==> config.mk <==
export PLATFORM = sky130hd
export DESIGN_NAME = sra_adc_top
export DESIGN_NICKNAME = d
export VERILOG_FILES = /design/src/sra_pkg.sv /design/src/sra_adc_top.sv /design/src/sra_fifo.sv /design/src/sra_sync.sv
export SDC_FILE = /design/constraint.sdc
export NUM_CORES = 1
export LEC_CHECK = 0
export ABC_AREA = 1
export BUFFER_PORTS_ARGS = -buffer_cell sky130_fd_sc_hd__buf_2
export CAP_MARGIN = 20
export CORE_UTILIZATION = 60
export DETAILED_ROUTE_END_ITERATION = 6
export PLACE_DENSITY = 0.77
export RECOVER_POWER = 100
export SYNTH_ARGS = -nofsm -noshare
export SYNTH_HDL_FRONTEND = slang
export SYNTH_SLANG_ARGS = --single-unit
==> constraint.sdc <==
create_clock -name mclk_i -period 3.28 [get_ports mclk_i]
set_clock_uncertainty 0.1 [all_clocks]
set_input_delay 0.164 -clock mclk_i [delete_from_list [all_inputs] [get_ports mclk_i]]
set_output_delay 0.164 -clock mclk_i [all_outputs]
set_load 0.01 [all_outputs]
==> src/sra_pkg.sv <==
// Shared constants, carriers and states for the serial converter readout.
// Assumes a 40 MHz system clock; all pin timing is measured against it.
package sra_pkg;

    localparam int CLK_FREQ_MHZ = 40;

    // Conversion is self-timed; a longest time, so it rounds down
    localparam int CONV_TIME_NS = 8500;
    localparam int CONV_CYCLES = (CONV_TIME_NS * CLK_FREQ_MHZ) / 1000;

    // Track interval after a conversion; a least time, so it rounds up
    localparam int ACQ_MIN_NS = 1500;
    localparam int ACQ_CYCLES = (ACQ_MIN_NS * CLK_FREQ_MHZ + 999) / 1000;

    // Acquisition plus conversion must fit in this
    localparam int FULL_CYCLE_NS = 10000;

    localparam int RES_BITS = 12;
    localparam int CODE_STEPS = 4096;
    localparam int FRAME_BITS = RES_BITS + 1;
    localparam int FIFO_DEPTH = 16;

    localparam logic EOC_LEVEL = 1'b1;
    localparam logic TRAIL_LEVEL = 1'b0;

    typedef struct packed {
        logic ref_internal;
        logic [RES_BITS-1:0] code;
    } sra_result_t;

    typedef struct packed {
        logic cs_n;
        logic sclk;
        logic pd_n;
        logic pd_float;
    } sra_pins_t;

    // Select idle high, clock low, operating, driven
    localparam sra_pins_t PINS_RST = 4'ha;

    typedef enum logic [1:0] {
        ST_IDLE,
        ST_CONVERT,
        ST_READOUT
    } sra_state_t;

endpackage

==> src/sra_adc_top.sv <==
// Conversion control and three-wire serial readout of a 12-bit SUCCESSIVE_APPROX_REGISTER converter.
// Assumes select, serial clock and the three-level power-down pin arrive
// asynchronously; comparator input is settled logic on the system clock.
`timescale 1ns/10ps

module sra_adc_top
    import sra_pkg::*;
#(
    parameter int CONV_CYC = CONV_CYCLES,
    parameter int DEPTH = FIFO_DEPTH
) (
    // Clock and reset
    input wire logic mclk_i,
    input wire logic rst_n_i,
    // Serial port pins
    input wire logic cs_n_i,
    input wire logic sclk_i,
    output logic dout_o,
    output logic dout_oe_o,
    // Three-level power-down pin, decoded by the pad
    input wire logic power_down_n_i,
    input wire logic power_down_float_i,
    // Analog core
    input wire logic comp_i,
    output logic [RES_BITS-1:0] dac_code_o,
    output logic hold_o,
    output logic shutdown_o,
    output logic ref_internal_o,
    // Result side channel
    output sra_result_t result_o,
    output logic result_valid_o
);

    localparam int BIT_CYC = CONV_CYC / RES_BITS;
    localparam int CNT_W = $clog2(CONV_CYC + 2);
    localparam int BIT_W = $clog2(BIT_CYC + 1);
    localparam int IDX_W = $clog2(RES_BITS);

    if (BIT_CYC < 1) begin : g_bad_conv
        $error("conversion count too short for one cycle per bit");
    end
    if (CONV_TIME_NS + ACQ_MIN_NS > FULL_CYCLE_NS) begin : g_bad_cycle
        $error("acquisition plus conversion exceeds full cycle time");
    end
    if (CODE_STEPS != (1 << RES_BITS)) begin : g_bad_code
        $error("code steps do not match resolution");
    end

    function automatic logic [RES_BITS-1:0] trial_code(
        input logic [RES_BITS-1:0] code,
        input logic [IDX_W-1:0] idx
    );
        trial_code = code | (RES_BITS'(1) << idx);
    endfunction

    function automatic logic fell(input logic prev, input logic now);
        fell = prev && !now;
    endfunction

    // Pin synchronisation and edges
    sra_pins_t pins_raw;
    sra_pins_t pins_s;
    sra_pins_t pins_d;
    logic cs_fall;
    logic sclk_fall;
    logic shutdown;

    assign pins_raw = '{cs_n: cs_n_i, sclk: sclk_i, pd_n: power_down_n_i,
                        pd_float: power_down_float_i};

    sra_sync #(
        .W($bits(sra_pins_t)),
        .RST_VAL(PINS_RST)
    ) u_sync (
        .clk_i(mclk_i),
        .rst_n_i(rst_n_i),
        .d_i(pins_raw),
        .q_o(pins_s)
    );

    always_ff @(posedge mclk_i) begin
        if (!rst_n_i) begin
            pins_d <= PINS_RST;
        end else begin
            pins_d <= pins_s;
        end
    end

    assign cs_fall = fell(pins_d.cs_n, pins_s.cs_n);
    assign sclk_fall = fell(pins_d.sclk, pins_s.sclk);
    assign shutdown = !pins_s.pd_n;

    // Mode outputs
    always_ff @(posedge mclk_i) begin
        if (!rst_n_i) begin
            shutdown_o <= 1'b0;
            ref_internal_o <= 1'b0;
        end else begin
            shutdown_o <= shutdown;
            ref_internal_o <= pins_s.pd_n && !pins_s.pd_float;
        end
    end

    // Sequencer
    sra_state_t state;
    sra_state_t next_state;
    logic fifo_out_valid;
    logic fifo_out_ready;
    sra_result_t fifo_out;

    always_comb begin
        next_state = state;
        if (shutdown || pins_s.cs_n) begin
            next_state = ST_IDLE;
        end else begin
            unique case (state)
                ST_IDLE: begin
                    if (cs_fall) begin
                        next_state = ST_CONVERT;
                    end
                end
                ST_CONVERT: begin
                    if (fifo_out_valid) begin
                        next_state = ST_READOUT;
                    end
                end
                ST_READOUT: begin
                    next_state = ST_READOUT;
                end
            endcase
        end
    end

    always_ff @(posedge mclk_i) begin
        if (!rst_n_i) begin
            state <= ST_IDLE;
        end else begin
            state <= next_state;
        end
    end

    // Successive approximation engine, runs only while converting
    logic [CNT_W-1:0] conv_cnt;
    logic [BIT_W-1:0] bit_tmr;
    logic [IDX_W-1:0] bit_idx;
    logic [RES_BITS-1:0] sar_code;
    logic bits_done;
    logic sar_pushed;
    logic conv_end;
    logic fifo_in_valid;
    logic fifo_in_ready;
    sra_result_t fifo_in;

    assign conv_end = (state == ST_CONVERT) && (conv_cnt == CNT_W'(CONV_CYC - 1));
    assign fifo_in_valid = conv_end && !sar_pushed;
    assign fifo_in = '{ref_internal: ref_internal_o, code: sar_code};

    always_ff @(posedge mclk_i) begin
        if (!rst_n_i || state != ST_CONVERT) begin
            conv_cnt <= '0;
            bit_tmr <= '0;
            bit_idx <= IDX_W'(RES_BITS - 1);
            sar_code <= '0;
            bits_done <= 1'b0;
            sar_pushed <= 1'b0;
        end else begin
            // Counter parks at the end; a stalled FIFO holds the result here
            if (!conv_end) begin
                conv_cnt <= conv_cnt + 1'b1;
            end
            if (fifo_in_valid && fifo_in_ready) begin
                sar_pushed <= 1'b1;
            end
            if (!bits_done) begin
                if (bit_tmr == BIT_W'(BIT_CYC - 1)) begin
                    bit_tmr <= '0;
                    if (comp_i) begin
                        sar_code <= trial_code(sar_code, bit_idx);
                    end
                    if (bit_idx == '0) begin
                        bits_done <= 1'b1;
                    end else begin
                        bit_idx <= bit_idx - 1'b1;
                    end
                end else begin
                    bit_tmr <= bit_tmr + 1'b1;
                end
            end
        end
    end

    always_ff @(posedge mclk_i) begin
        if (!rst_n_i) begin
            dac_code_o <= '0;
            hold_o <= 1'b0;
        end else begin
            dac_code_o <= (state == ST_CONVERT && !bits_done) ?
                          trial_code(sar_code, bit_idx) : sar_code;
            // Track resumes as soon as the conversion count reaches its end
            hold_o <= (next_state == ST_CONVERT) && !conv_end;
        end
    end

    // Result buffer between engine and shifter; idle drains aborted leftovers
    assign fifo_out_ready = (state != ST_READOUT);

    sra_fifo #(
        .W($bits(sra_result_t)),
        .DEPTH(DEPTH)
    ) u_fifo (
        .clk_i(mclk_i),
        .rst_n_i(rst_n_i),
        .in_valid_i(fifo_in_valid),
        .in_ready_o(fifo_in_ready),
        .in_data_i(fifo_in),
        .out_valid_o(fifo_out_valid),
        .out_ready_i(fifo_out_ready),
        .out_data_o(fifo_out)
    );

    // Output shifter
    logic [FRAME_BITS-1:0] shreg;
    logic [FRAME_BITS-1:0] next_shreg;
    logic load;

    assign load = (state == ST_CONVERT) && (next_state == ST_READOUT);

    always_comb begin
        next_shreg = shreg;
        if (load) begin
            next_shreg = {EOC_LEVEL, fifo_out.code};
        end else if (state == ST_READOUT && sclk_fall) begin
            next_shreg = {shreg[FRAME_BITS-2:0], TRAIL_LEVEL};
        end
    end

    always_ff @(posedge mclk_i) begin
        if (!rst_n_i) begin
            shreg <= '0;
        end else begin
            shreg <= next_shreg;
        end
    end

    always_ff @(posedge mclk_i) begin
        if (!rst_n_i) begin
            dout_o <= 1'b0;
            dout_oe_o <= 1'b0;
        end else begin
            dout_oe_o <= (next_state != ST_IDLE);
            // Low while converting; high on completion; shifts on falls only
            dout_o <= (next_state == ST_READOUT) ? next_shreg[FRAME_BITS-1] : 1'b0;
        end
    end

    always_ff @(posedge mclk_i) begin
        if (!rst_n_i) begin
            result_o <= '0;
            result_valid_o <= 1'b0;
        end else begin
            result_valid_o <= load;
            if (load) begin
                result_o <= fifo_out;
            end
        end
    end

    // Checking helper: cycles spent converting
    logic [CNT_W:0] conv_age;

    always_ff @(posedge mclk_i) begin
        if (!rst_n_i || state != ST_CONVERT) begin
            conv_age <= '0;
        end else begin
            conv_age <= conv_age + 1'b1;
        end
    end

    a_start_hold: assert property (@(posedge mclk_i) disable iff (!rst_n_i)
        (state == ST_IDLE && next_state == ST_CONVERT) |=> hold_o && state == ST_CONVERT)
        else $error("select fall did not start a held conversion");

    a_convert_low: assert property (@(posedge mclk_i) disable iff (!rst_n_i)
        (state == ST_CONVERT) |-> (dout_oe_o && !dout_o))
        else $error("output not driven low during conversion");

    a_eoc_timing: assert property (@(posedge mclk_i) disable iff (!rst_n_i)
        (state == ST_READOUT && $past(state) == ST_CONVERT) |->
            (dout_o && conv_age >= (CNT_W + 1)'(CONV_CYC + 1)))
        else $error("end of conversion early or not high");

    a_result_held: assert property (@(posedge mclk_i) disable iff (!rst_n_i)
        (state == ST_READOUT && next_state == ST_READOUT && !sclk_fall) |=> $stable(shreg))
        else $error("result register moved without a clock fall");

    a_fall_only: assert property (@(posedge mclk_i) disable iff (!rst_n_i)
        (state == ST_READOUT && $past(state) == ST_READOUT && $changed(dout_o)) |->
            $past(sclk_fall))
        else $error("output changed without a clock fall");

    a_shift_order: assert property (@(posedge mclk_i) disable iff (!rst_n_i)
        (state == ST_READOUT && next_state == ST_READOUT && sclk_fall) |=>
            (dout_o == $past(shreg[FRAME_BITS-2])))
        else $error("output bit out of order");

    a_trail_zero: assert property (@(posedge mclk_i) disable iff (!rst_n_i)
        (state == ST_READOUT && next_state == ST_READOUT && sclk_fall &&
         shreg[FRAME_BITS-2:0] == '0) |=> (!dout_o ##1 $stable(conv_cnt)))
        else $error("trailing bits not zero");

    a_track_after: assert property (@(posedge mclk_i) disable iff (!rst_n_i)
        conv_end |=> !hold_o)
        else $error("hold not released at conversion end");

    a_shutdown_idle: assert property (@(posedge mclk_i) disable iff (!rst_n_i)
        shutdown |=> (state == ST_IDLE && shutdown_o) ##1 !dout_oe_o)
        else $error("shutdown did not stop the converter");

    a_ref_select: assert property (@(posedge mclk_i) disable iff (!rst_n_i)
        (pins_s.pd_n) |=> (ref_internal_o == !$past(pins_s.pd_float)))
        else $error("reference selection wrong");

    a_select_hiz: assert property (@(posedge mclk_i) disable iff (!rst_n_i)
        pins_s.cs_n |=> !dout_oe_o)
        else $error("output driven while select high");

endmodule

==> src/sra_fifo.sv <==
// Synchronous FIFO with valid/ready on both sides.
// Assumes one clock; depth must be a power of two.
`timescale 1ns/10ps
module sra_fifo #(
    parameter int W = 8,
    parameter int DEPTH = 16
) (
    // Clock and reset
    input wire logic clk_i,
    input wire logic rst_n_i,
    // Fill side
    input wire logic in_valid_i,
    output logic in_ready_o,
    input wire logic [W-1:0] in_data_i,
    // Drain side
    output logic out_valid_o,
    input wire logic out_ready_i,
    output logic [W-1:0] out_data_o
);

    localparam int AW = $clog2(DEPTH);

    if (DEPTH < 2 || (1 << AW) != DEPTH) begin : g_bad_depth
        $error("sra_fifo depth must be a power of two, at least 2");
    end

    logic [W-1:0] mem [DEPTH];
    logic [AW:0] wr_ptr;
    logic [AW:0] rd_ptr;
    logic push;
    logic pop;

    assign in_ready_o = (wr_ptr ^ rd_ptr) != {1'b1, {AW{1'b0}}};
    assign out_valid_o = wr_ptr != rd_ptr;
    assign push = in_valid_i && in_ready_o;
    assign pop = out_valid_o && out_ready_i;
    assign out_data_o = mem[rd_ptr[AW-1:0]];

    always_ff @(posedge clk_i) begin
        if (push) begin
            mem[wr_ptr[AW-1:0]] <= in_data_i;
        end
    end

    always_ff @(posedge clk_i) begin
        if (!rst_n_i) begin
            wr_ptr <= '0;
            rd_ptr <= '0;
        end else begin
            if (push) begin
                wr_ptr <= wr_ptr + 1'b1;
            end
            if (pop) begin
                rd_ptr <= rd_ptr + 1'b1;
            end
        end
    end

endmodule

==> src/sra_sync.sv <==
// Three-stage pin synchroniser with agreement filter.
// Assumes asynchronous pin levels; output moves only when stages two and three agree.
`timescale 1ns/10ps
module sra_sync #(
    parameter int W = 1,
    parameter logic [W-1:0] RST_VAL = '0
) (
    // Clock and reset
    input wire logic clk_i,
    input wire logic rst_n_i,
    // Levels
    input wire logic [W-1:0] d_i,
    output logic [W-1:0] q_o
);

    logic [W-1:0] s1;
    logic [W-1:0] s2;
    logic [W-1:0] s3;

    always_ff @(posedge clk_i) begin
        if (!rst_n_i) begin
            s1 <= RST_VAL;
            s2 <= RST_VAL;
            s3 <= RST_VAL;
        end else begin
            s1 <= d_i;
            s2 <= s1;
            s3 <= s2;
        end
    end

    // Per bit, so one noisy pin does not hold back the others
    always_ff @(posedge clk_i) begin
        if (!rst_n_i) begin
            q_o <= RST_VAL;
        end else begin
            for (int i = 0; i < W; i++) begin
                if (s2[i] == s3[i]) begin
                    q_o[i] <= s3[i];
                end
            end
        end
    end

endmodule

## Yosys cells after proc, flatten, opt, wreduce, memory -nomap -nowiden

Memory sizes are Yosys's and may differ from the RTL's. A register that Yosys moved wholly into a read port is not among the register bits.
Index checks and enable logic that the tools add are counted.
W data, S select, Z words.

| storage, ports and cells | value |
|---|---|
| bits in registers | 106 |
| RAM bits | 208 |
| output and inout port bits | 31 |
| logic and storage cells | 97 |
| memories kept | 1 |

Memory list:

| name | depth | width | read ports | clocked after memory_dff | wr ports | line | source |
|---|---|---|---|---|---|---|---|
| u_fifo.mem | 16 | 13 | 1 | 1 | 1 | sra_fifo.sv:27 | `logic [W-1:0] mem [DEPTH];` |

| cells by class | value |
|---|---|
| add/sub/neg operators | 5 |
| eq/ne operators | 14 |
| shifts and indexed selects | 1 |
| multiplexer cells | 15 |
| bitwise gates (word level) | 4 |
| reductions and logical operators | 28 |

Operators by type and width:

| operator | number |
|---|---|
| $mux W13 | 2 |
| $add A5 B1 Y5 const B | 3 |
| $mux W12 | 1 |
| $or A12 B12 Y12 | 1 |
| $shl A1 B4 Y12 const A | 1 |
| $logic_and A1 B1 Y1 | 11 |
| $add A9 B1 Y9 const B | 1 |
| $eq A9 B9 Y1 const B | 1 |
| $logic_not A1 Y1 | 8 |
| $mux W4 | 2 |
| $mux W2 | 3 |
| $pmux W2 S3 | 1 |
| $reduce_and A3 Y1 | 2 |
| $eq A5 B5 Y1 const B | 1 |
| $mux W1 | 5 |
| $mux W5 | 1 |
| $ne A5 B5 Y1 | 1 |
| $ne A5 B5 Y1 const B | 1 |
| $xor A5 B5 Y5 | 1 |
| $eq A1 B1 Y1 | 4 |
| $eq A2 B1 Y1 const B | 2 |
| $eq A2 B2 Y1 const B | 2 |
| $logic_not A4 Y1 | 1 |
| $reduce_bool A2 Y1 | 2 |
| other kinds (7) | 9 |

## Depth between registers and ports, before layout

Gate-level depths: netlist of the first run.

| depth | value |
|---|---|
| depth in word-level cells | 8 |
| mapped depth | 13 |
| mapped depth without buffers | 13 |

## Modules after synthesis

From an unflattened synthesis of the first run, not the netlist that was laid out.

| unflattened totals | value |
|---|---|
| cell total of the unflattened synthesis | 1308 |
| area total of the unflattened synthesis | 13146.4 µm² |

By module, submodules not included:

| module | instances | cells an instance | area each (µm²) | sequential area each (µm²) |
|---|---|---|---|---|
| sra_fifo | 1 | 788 | 9257.6 | 6526.3 |
| sra_adc_top | 1 | 459 | 3387.0 | 1601.5 |
| sra_sync | 1 | 61 | 501.7 | 320.3 |

## Worst setup path before layout of the first run

No wires, ideal clock.

| timing | value |
|---|---|
| kind | flip-flop to flip-flop |
| start | register state[1] |
| end | memory u_fifo.mem[11][0] (netlist name) (enable) |
| setup time | 0.382 ns |
| arrival time | 1.974 ns |
| required time | 2.798 ns |
| setup slack | 0.824 ns |
| cell stages (with the launch flop) | 11 |
| clock period less this slack | 2.456 ns |
| cells stage by stage | dfxtp_1 -> inv_1 -> ha_1 -> inv_2 -> nor2_1 -> nand3_1 -> clkinv_1 -> nand2_1 -> nor2_4 -> nand3_1 -> nor2_1 |

| between the ends | value |
|---|---|
| word-level cells in the longest chain between the ends | 6 |

RTL lines:

| item | line | source |
|---|---|---|
| start, declared | sra_adc_top.sv:105 | `sra_state_t state;` |
| start signal, assigned | sra_adc_top.sv:138 | `state <= next_state;` |
| $eq A2 B1 Y1 | sra_adc_top.sv:154 | `assign conv_end = (state == ST_CONVERT) && (conv_cnt == CNT_W'(CONV_CYC - 1));` |
| $logic_and A1 B1 Y1 | sra_adc_top.sv:154 |  |
| $logic_and A1 B1 Y1 | sra_adc_top.sv:155 | `assign fifo_in_valid = conv_end && !sar_pushed;` |
| $logic_and A1 B1 Y1 | sra_fifo.sv:35 | `assign push = in_valid_i && in_ready_o;` |
| $mux W1 | sra_fifo.sv:40 | `if (push) begin` |
| $mux W1 (not written as such) | sra_fifo.sv:41 | `mem[wr_ptr[AW-1:0]] <= in_data_i;` |
| end, declared | sra_fifo.sv:27 |  |

Every way passes these cells.

## Worst setup path after layout of the first run

| timing | value |
|---|---|
| start | register state[1] |
| end | memory u_fifo.mem[3][7] (netlist name) (enable) |

The elaborated chain is that of the path after synthesis.

==> results.md, run 1 <==
- Status: finished clean
- DRC errors left: 0
- Gate power share: about 15%
- Vias/cell: 5.77
- Final cycle utilization of the critical path: 88.1%
- ANT nets after route: 0
- Synth cell count leaders: 245 x nor2_1, 208 x edfxtp_1, 131 x nand2_1
- Unrepaired setup endpoints after global routing: false
- Antenna fix cells: 0
- P_sw: 0.00247 W
- Post-synthesis sequential area ratio: 67.1%
- DPL Wire Length: approximately 18,000 µm
- Vias in the first global route: 8,732
- H-Tree Level Count: 1
- Drt total wl: ~29,000 µm
- CTS tree: yes
- Gp weighted congestion: approximately 0.87
- Hold Buf Count CTS: 7
- Cell internal pwr: 0.00667 W
- Critical Path AT: between 2 and 3 ns
- Top-count cell post-synth: nor2_1
- Fillcell total: 1,488
- Nets@finish: 1,272
- Clock Sinks: 318
- Pin count of the biggest net entering global routing: 55
- Number of top-level pins: 38
- Prevailing post-synth register cell: edfxtp_1
- Initial antenna violation count: 0
- Num CTS Buffers: 31
- Gr ovfl total: 0
- Clock Tree Buf Depth: 3
- Total Power: 0.00914 W
- Sw Ratio: 27.0%
- Pleak: 4.51 nW
- Ranking of synthesized cells by area: edfxtp_1 50%, dfxtp_1 17%, nor2_1 7.3%
- Syn_nets: 1,222
- Seq pwr share: around 48%
- Unique masters post-synth: 34
- DR pass1 iterations: 5
- Multi-input logic area: 3520 µm²
- P&R area growth vs syn: 11.5%
- Avg Inst Size Synth: 10.5 µm²
- Crit path required time: about 3.3 ns
- Core outline area: around 20,000 µm²
- Yosys reg bits: 318
- Reg clk slew, reported paths: 0.06 ns
- Post-CTS sizing: 0
- Postcts setup bufs: 0
- Final min period: 2.89 ns
- Critical path endpoint category: flop
- Post-synth EDFFs: 208
- Max IR drop VDD: 0.436 mV
- Clock power share: a little under two fifths
- CP Launch Type: flop
- DR iter-0 viols: 788
- First-pass GRT wire length: 45,800 µm
- Die height: 147 µm
- Buffers on Ports: 37
- Skew-Pair Late Insertion Delay: between 0.5 and 0.6 ns
- Via count: 8,920
- Max Fclk: about 0.35 GHz
- Pwr Density: 651 nW/µm²
- Seq. cell area: 8450 µm²
- Cells after Synth: 1,201
- Row cnt: 52
- Setup TNS: 0 ns
- Worst-Margin Slew: 1.04 ns
- Die Wd: approximately 150 µm
- Cell taking the most area after synthesis: edfxtp_1
- Hold crit path type: input port to flop
- Total die area: 21,600 µm²
- Mapped Area: 12,600 µm²
- Top-area cell type share of the netlist area: 49.6%
- Crit Path Max Fanout: 13
- Rel. slew slack: 30.4%
- Starting Density: 61.7%
- Util after Layout: 68.8%
- Ys async rst share: 0%
- Pins Over Slew Limit: 0
- CTS Root Cell: clkbuf_16
- Wire per inst: 18.6 µm
- Fraction of layout cells with a size suffix above 1: roughly 7.6%
- GRT Util Overall: between 20% and 30%
- Max Cap Violations: 0
- Ys Warns: 0
- Final Hold Viols: 0
- Final Setup Violations: 0
- CP Class: flop to flop
-- routing by layer --
layer / part of all wire [%] / vias up / global-route usage [%]
met5: 0 / - / 0
met4: 3.8 / 0 / 11.8
met3: 7.3 / 68 / 3.48
met2: 48 / 359 / 44.4
met1: 41 / 4288 / 36.9
li1: - / 4205 / -
-- area by class of cell --
class / instances / share of cell area [%]
Multi-Input combinational cell: 737 / 25.1
Clock inverter: 11 / 0.721
Sequential cell: 318 / 60.2
Inverter: 87 / 2.32
Timing Repair Buffer: 76 / 2.99
Clock buffer: 46 / 6.32
Tap cell: 270 / 2.40
-- final timing paths --
kind	start	to	slack [ns]	depth (start not counted)
min reg2reg	u_sync.s1[1]	u_sync.s2[1]	0.32	1
min	comp_i	sar_code[4]	0.04	5
max	state[1]	u_fifo.mem[3][7]	0.39	11
max reg2reg	state[1]	u_fifo.mem[3][7]	0.39	11
-- cells by family after synthesis --
family,Yosys count,synth area share [%]
flops,318,67.1
compound gates,244,10.7
xor+xnor,4,0.278
buf+inv,146,4.82
fa+ha+maj,14,1.39
simple gates,475,15.8
-- power by group through the flow --
stage / sequential [W] / combinational [W] / clock, W
2_1_floorplan: 0.00436 / 0.00102 / 0
3_3_place_gp: 0.00446 / 0.00130 / 0
3_5_place_dp: 0.00446 / 0.00133 / 0
4_1_cts: 0.00437 / 0.00136 / 0.00345
5_1_grt: 0.00438 / 0.00150 / 0.00362
6_report: 0.00437 / 0.00136 / 0.00341
-- registers in the layout, indices dropped and copies added, names as in the netlist, 2 cells and up, named ones only --
signal         flops
u_sync.q_o         4
u_sync.s2          4
bit_idx            4
state              2
bit_tmr            5
dac_code_o        12
u_fifo.wr_ptr      5
conv_cnt           9
u_fifo.rd_ptr      5
shreg             13
u_sync.s1          4
u_sync.s3          4
sar_code          12
pins_d             2
result_o          13
u_fifo.mem       208
-- cell usage in the layout (no fill, tap or decap), types with 2 or more instances in the layout --
cell type,instances
o21ai_0,77
a21oi_1,73
buf_12,2
nor3_1,22
nor2_2,6
nand2_1,132
clkinv_1,6
clkinv_2,6
clkbuf_2,6
clkbuf_16,31
nand2_2,2
o21ai_1,50
edfxtp_1,208
nor2_4,2
buf_4,12
dfxtp_1,108
bufinv_16,2
nand4_1,13
nor2_1,251
inv_2,5
dlygate4sd3_1,7
nand3b_1,2
xor2_1,3
clkbuf_1,51
or2_2,6
inv_1,79
nand3_1,36
o211ai_1,35
clkbuf_8,4
ha_1,14
buf_2,5
clkbuf_4,4
o221ai_1,7
-- critical path: stages (launching register included) --
cell and delay, ns:
dfxtp_1 0.33, inv_1 0.09, ha_1 0.19, inv_1 0.09, nor2_1 0.11, nand3_1 0.16
clkinv_1 0.12, nand2_1 0.10, nor2_4 0.18, nand3_1 0.15, nor2_1 0.11, clkbuf_1 0.77
-- stage by stage --
stage / instances / hold slack (ns) / instance area [µm²] / setup slack, ns
2_1_floorplan: 1201 / 0.162 / 12600 / 0.824
4_1_cts: 1544 / 0.0129 / 14200 / 0.565
5_1_grt: 1545 / 0.0774 / 14000 / 0.207
6_report: 1545 / 0.0406 / 14000 / 0.390
3_5_place_dp: 1480 / 0.255 / 13100 / 0.608
3_3_place_gp: 1480 / 0.250 / 13100 / 0.737
No activity file was read; power rests on OpenSTA's default activity.
==> inputs of run 2 (changes only) <==
--- a/config.mk
+++ b/config.mk
@@ -11,7 +11,7 @@
 export CORE_UTILIZATION = 60
 export DETAILED_ROUTE_END_ITERATION = 6
 export PLACE_DENSITY = 0.77
-export RECOVER_POWER = 100
+export RECOVER_POWER = 25
 export SYNTH_ARGS = -nofsm -noshare
 export SYNTH_HDL_FRONTEND = slang
 export SYNTH_SLANG_ARGS = --single-unit
==> run 2 against run 1 <==
Critical path type unchanged. Core utilization rose by 0.59 points. Worst setup slack improved by 0.16 ns. Highest routed layer unchanged. First-iteration DRC count rose by 6.1%. Design area rose by 0.85%. Routed wire length rose by 0.23%. Clock-buffer cell count did not move. Critical path depth did not move. Critical endpoint is now u_fifo.mem[13][6].
==> results.md, run 2 (synthesis gave the netlist of run 1 again) <==
- Buf/Inv on CP: 4
- Crit Path Max Fanout: 9
- Pins Over Slew Limit: 0
- CTS tree: yes
- Drt total wl: 28,800 µm
- Max Fclk: 0.367 GHz
- Reg clk slew, reported paths: ~0.060 ns
- Worst-Margin Slew: 1.01 ns
- Postcts setup bufs: 0
- Worst path slowest cell: nor2_1
- Critical Path AT: 2.87 ns
- DRC errors left: 0
- Clock Sinks: 318
- Vias/cell: 5.77
- Gr ovfl total: 0
- Largest delay contributor family on the critical path: simple AND/OR/NAND/NOR gates
- Commonest non-fill, non-tap cell in the layout: nor2_1
- Commonest cells after routing, fill and taps aside: 245 x nor2_1, 208 x edfxtp_1, 131 x nand2_1, 108 x dfxtp_1, 77 x inv_1
- P&R area growth vs syn: 12.5%
- Pleak: 4.70 nW
- DR iter-0 viols: 836
- Final Setup Violations: 0
- Cells after DPL: 1,480
- Max IR drop VDD: 0.436 mV
- Unrepaired setup endpoints after global routing: false
- Pwr Density: between 600 and 700 nW/µm²
- Critical path endpoint category: flop
- Clock Tree Buf Depth: 3
- Fillcell total: ~1,400
- Gp weighted congestion: 0.866
- Crit path required time: between 3 and 4 ns
- CP max stage delay: ~0.5 ns
- Number of top-level pins: 38
- Hold crit path type: input port to flop
- Wire per inst: 18.6 µm
- Initial antenna violation count: 0
- Die height: 147 µm
- Final min period: approximately 2.7 ns
- Starting Density: 61.7%
- Status: finished clean
- DR pass1 iterations: 5
- Vias in the first global route: ~8,700
- Buffers on Ports: 37
- First-pass GRT wire length: 45,800 µm
- Fraction of layout cells with a size suffix above 1: 11.8%
- Crit-path cells: inv_1 > ha_1 > inv_2 > nor2_1 > nand3_1 > clkinv_1 > nand2_1 > nor2_4 > nand2_1 > nor2_1 > buf_4
- Max Cap Violations: 0
- Nets@finish: 1,272
- GRT Util Overall: 27.2%
- CP Class: flop to flop
- Final cycle utilization of the critical path: between 80 and 90%
- ANT nets after route: 0
- Via count: between 8,000 and 9,000
- Non-Filler Instances: 1,545
- Largest register FFs: 208
- Antenna fix cells: 0
- Skew-Pair Late Insertion Delay: roughly 0.54 ns
- Pin count of the biggest net entering global routing: 55
- Setup TNS: 0 ns
- CP Launch Type: flop
- Die Wd: about 150 µm
- Total die area: 21,600 µm²
- Final Hold Viols: 0
- Rel. slew slack: 32.6%
- H-Tree Level Count: 1
- Core outline area: 20,400 µm²
- Row cnt: 52
- CTS Root Cell: clkbuf_16
- DPL Wire Length: 17,800 µm
- Num CTS Buffers: 31
-- run 2: cell types whose count changed in the layout (fill, tap and decap cells not counted), moves of 6 or more --
cell	previous run	this run
nor2_1	251	245
buf_4	12	30
nor2_2	6	12
clkbuf_1	51	8
clkbuf_2	6	0
buf_2	5	36
-- run 2: tightest hold or removal path, cell delays in order --
cell	delay (ns)
buf_2	0.10
inv_1	0.04
nor2_1	0.16
nand2_1	0.11
a21oi_1	0.05
-- run 2: report_power, final --
group | internal [W] | leakage [nW] | switching (W)
clock | 0.00202 | 0.494 | 0.00140
combinational | 0.000401 | 1.85 | 0.000963
sequential | 0.00426 | 2.36 | 0.000116
total | 0.00667 | 4.70 | 0.00248
-- run 2: what timing repair did --
| action | in CTS | in global routing |
|---|---|---|
| hold buffers | 7 | 0 |
| gates resized for setup | 0 | 0 |
| endpoints found under the hold margin | 24 | 0 |
-- run 2: area by class of cell --
| cell class | count | area [µm²] | share of cell area [%] |
|---|---|---|---|
| Inverter | 87 | 327 | 2.31 |
| Multi-Input combinational cell | 737 | 3540 | 25.0 |
| Timing Repair Buffer | 76 | 519 | 3.67 |
| Clock inverter | 11 | 101 | 0.715 |
| Clock buffer | 46 | 887 | 6.26 |
| Sequential cell | 318 | 8450 | 59.7 |
| Tap cell | 270 | 338 | 2.38 |
-- run 2: per-stage QoR --
stage	utilization [%]	power (W)	cell area, µm²	hold WS (ns)	setup slack (ns)
floorplan	-	0.00537	12600	0.162	0.824
finish	69.3	0.00915	14200	0.0330	0.554
detailed placement	64.1	0.00579	13100	0.255	0.608
CTS	69.3	0.00918	14200	0.0129	0.565
global placement	64.1	0.00576	13100	0.250	0.737
global route	69.3	0.00950	14200	0.0774	0.386
-- run 2: final timing paths --
path	start	endpoint	slack (ns)	cells after the start
max	state[1]	u_fifo.mem[13][6]	0.55	11
min	comp_i	sar_code[4]	0.03	5
max reg2reg	state[1]	u_fifo.mem[13][6]	0.55	11
min reg2reg	u_sync.s1[1]	u_sync.s2[1]	0.32	1
-- run 2: per-layer routing --
metal  share of wire (%)  vias up  GRT usage, %  wire length (µm)
met3                 6.9       68          3.48              1990
met2                  48      364          44.4             13900
li1                    -     4206             -                 -
met1                  41     4269          36.9             11800
met5                   0        -             0                 0
met4                 3.8        0          11.8              1100
==> inputs of run 3 (changes only) <==
==> constraint.sdc (replaced) <==
create_clock -name mclk_i -period 2.8 [get_ports mclk_i]
set_clock_uncertainty 0.1 [all_clocks]
set_input_delay 0.14 -clock mclk_i [delete_from_list [all_inputs] [get_ports mclk_i]]
set_output_delay 0.14 -clock mclk_i [all_outputs]
set_load 0.01 [all_outputs]
==> run 3 against run 2 <==
Sequential share of layout area is 0.20 points lower. Fmax is 12% higher. Flip-flop and latch count stayed put. First-iteration DRC count is 7.1% lower. Combinational power is 18% higher.
==> results.md, run 3 (synthesis gave the netlist of run 1 again) <==
- Reg2Reg Depth: 10
- Setup TNS: 0 ns
- Fillcell total: between 1,000 and 1,500
- Worst slack, placed: roughly 0.43 ns
- Num CTS Buffers: 34
- Starting Density: between 60% and 70%
- Clock Tree Buf Depth: 3
- Vias in the first global route: 8,363
- Gp weighted congestion: just under 0.9
- Core outline area: 20,400 µm²
- Nets@finish: approximately 1,300
- Initial antenna violation count: 0
- Gr ovfl total: 0
- Final cycle utilization of the critical path: around 87%
- Crit path required time: just under 3 ns
- Postcts setup bufs: 0
- DR iter-0 viols: 777
- Pin count of the biggest net entering global routing: 95
- Die Wd: 147 µm
- Max Cap Violations: 0
- Fraction of layout cells with a size suffix above 1: 9.15%
- Pleak: 4.59 nW
- Worst-Margin Slew: 1.02 ns
- Max IR drop VDD: about 0.48 mV
- Vias/cell: 5.73
- Die height: 147 µm
- Buffers on Ports: 37
- CTS Root Cell: clkbuf_16
- DPL Wire Length: around 18,000 µm
- CP Class: flop to flop
- Skew-Pair Late Insertion Delay: ~0.50 ns
- CTS tree: yes
- Drt total wl: between 20,000 and 30,000 µm
- Largest register FFs: between 200 and 250
- Status: finished clean
- Largest delay contributor family on the critical path: simple AND/OR/NAND/NOR gates
- P&R area growth vs syn: 12.8%
- DR pass1 iterations: 5
- Commonest non-fill, non-tap cell in the layout: nor2_1
- Commonest cells after routing, fill and taps aside: 245 x nor2_1, 208 x edfxtp_1, 131 x nand2_1, 108 x dfxtp_1, 77 x inv_1
- First-pass GRT wire length: 44,600 µm
- Crit Path Max Fanout: 11
- Critical path endpoint category: flop
- ANT nets after route: 0
- Seq. cell area: 8450 µm²
- Number of top-level pins: 38
- Critical Path AT: 2.52 ns
- Final Hold Viols: 0
- Antenna fix cells: 0
- Critical Path Most Common Cell: nand2_1
- Worst path depth: 10
- Buf/Inv on CP: 2
- Multi-input logic area: 3540 µm²
- GRT Util Overall: 27.1%
- CP max stage delay: 0.37 ns
- Hold Crit Depth: 5
- Unrepaired setup endpoints after global routing: false
- Final min period: 2.43 ns
- H-Tree Level Count: 2
- Clock Sinks: 318
- Wire per inst: roughly 19 µm
- Final worst setup slack: 0.366 ns
- Total die area: between 20,000 and 25,000 µm²
- Pwr Density: 767 nW/µm²
- Final Setup Violations: 0
- Crit-path cells: ha_1 > nand2_1 > nor2_1 > nand3_1 > clkinv_1 > nand2_1 > nor2_4 > nand2_1 > nor2_1 > buf_4
- CP Launch Type: flop
- Max Fclk: 0.411 GHz
- Pins Over Slew Limit: 0
- Row cnt: between 50 and 60
- Worst path slowest cell: dfxtp_1
- Rel. slew slack: 32.3%
- Via count: 8,863
- Reg clk slew, reported paths: around 0.060 ns
- DRC errors left: 0
- Hold crit path type: input port to flop
-- run 3: cell count changes in the layout (fill, tap and decap cells not counted), moves of 2 or more --
cell	before	now
buf_12	2	4
buf_2	36	6
buf_4	30	28
clkbuf_1	8	42
clkbuf_16	31	35
clkbuf_4	4	0
clkinv_1	6	8
clkinv_2	6	2
-- run 3: final timing paths --
check	from	to	slack (ns)
hold / removal	comp_i	sar_code[0]	0.04
setup / recovery	conv_cnt[0]	u_fifo.mem[8][9]	0.37
setup reg to reg	conv_cnt[0]	u_fifo.mem[8][9]	0.37
hold reg to reg	u_sync.s1[3]	u_sync.s2[3]	0.31
-- run 3: layout make-up --
class,count,share of cell area (%)
inverter,87,2.30
multi-input combinational,737,24.9
clock buffer,50,6.84
sequential,318,59.5
tap,270,2.38
clock inverter,10,0.537
timing repair buffer,76,3.56
-- run 3: metal layers --
metal | vias up | track usage, % | wire [µm]
met3 | 65 | 3.73 | 1970
met2 | 339 | 45.6 | 14100
met1 | 4245 | 35.9 | 11900
li1 | 4214 | - | -
met4 | 0 | 10.4 | 908
met5 | - | 0 | 0
-- run 3: where the power goes --
group	internal (W)	switching, W	leakage (nW)
Sequential	0.00499	0.000138	2.36
Combinational	0.000491	0.00111	1.73
Clock	0.00250	0.00168	0.511
Total	0.00797	0.00293	4.59
-- run 3: stage by stage --
step	hold slack, ns	total power (W)	util, %	instances	cell area (µm²)
2_1_floorplan	0.138	0.00630	-	1201	12600
3_3_place_gp	0.223	0.00676	64.3	1481	13100
3_5_place_dp	0.229	0.00680	64.3	1481	13100
4_1_cts	0.0225	0.0110	69.8	1548	14300
5_1_grt	0.114	0.0113	69.6	1548	14200
6_report	0.0434	0.0109	69.6	1548	14200
-- run 3: worst reg2reg max path, delay by kind of cell (launching register included) --
kind	cells	cell delay, ns
flip-flops	1	0.37
adder cells (fa/ha/maj)	1	0.21
buffers and inverters	2	0.37
AND/OR/NAND/NOR	7	1.07
-- run 3: repair_timing --
item,CTS,global route
hold buffers,7,0
resized for setup,0,0
hold endpoints to repair,22,0
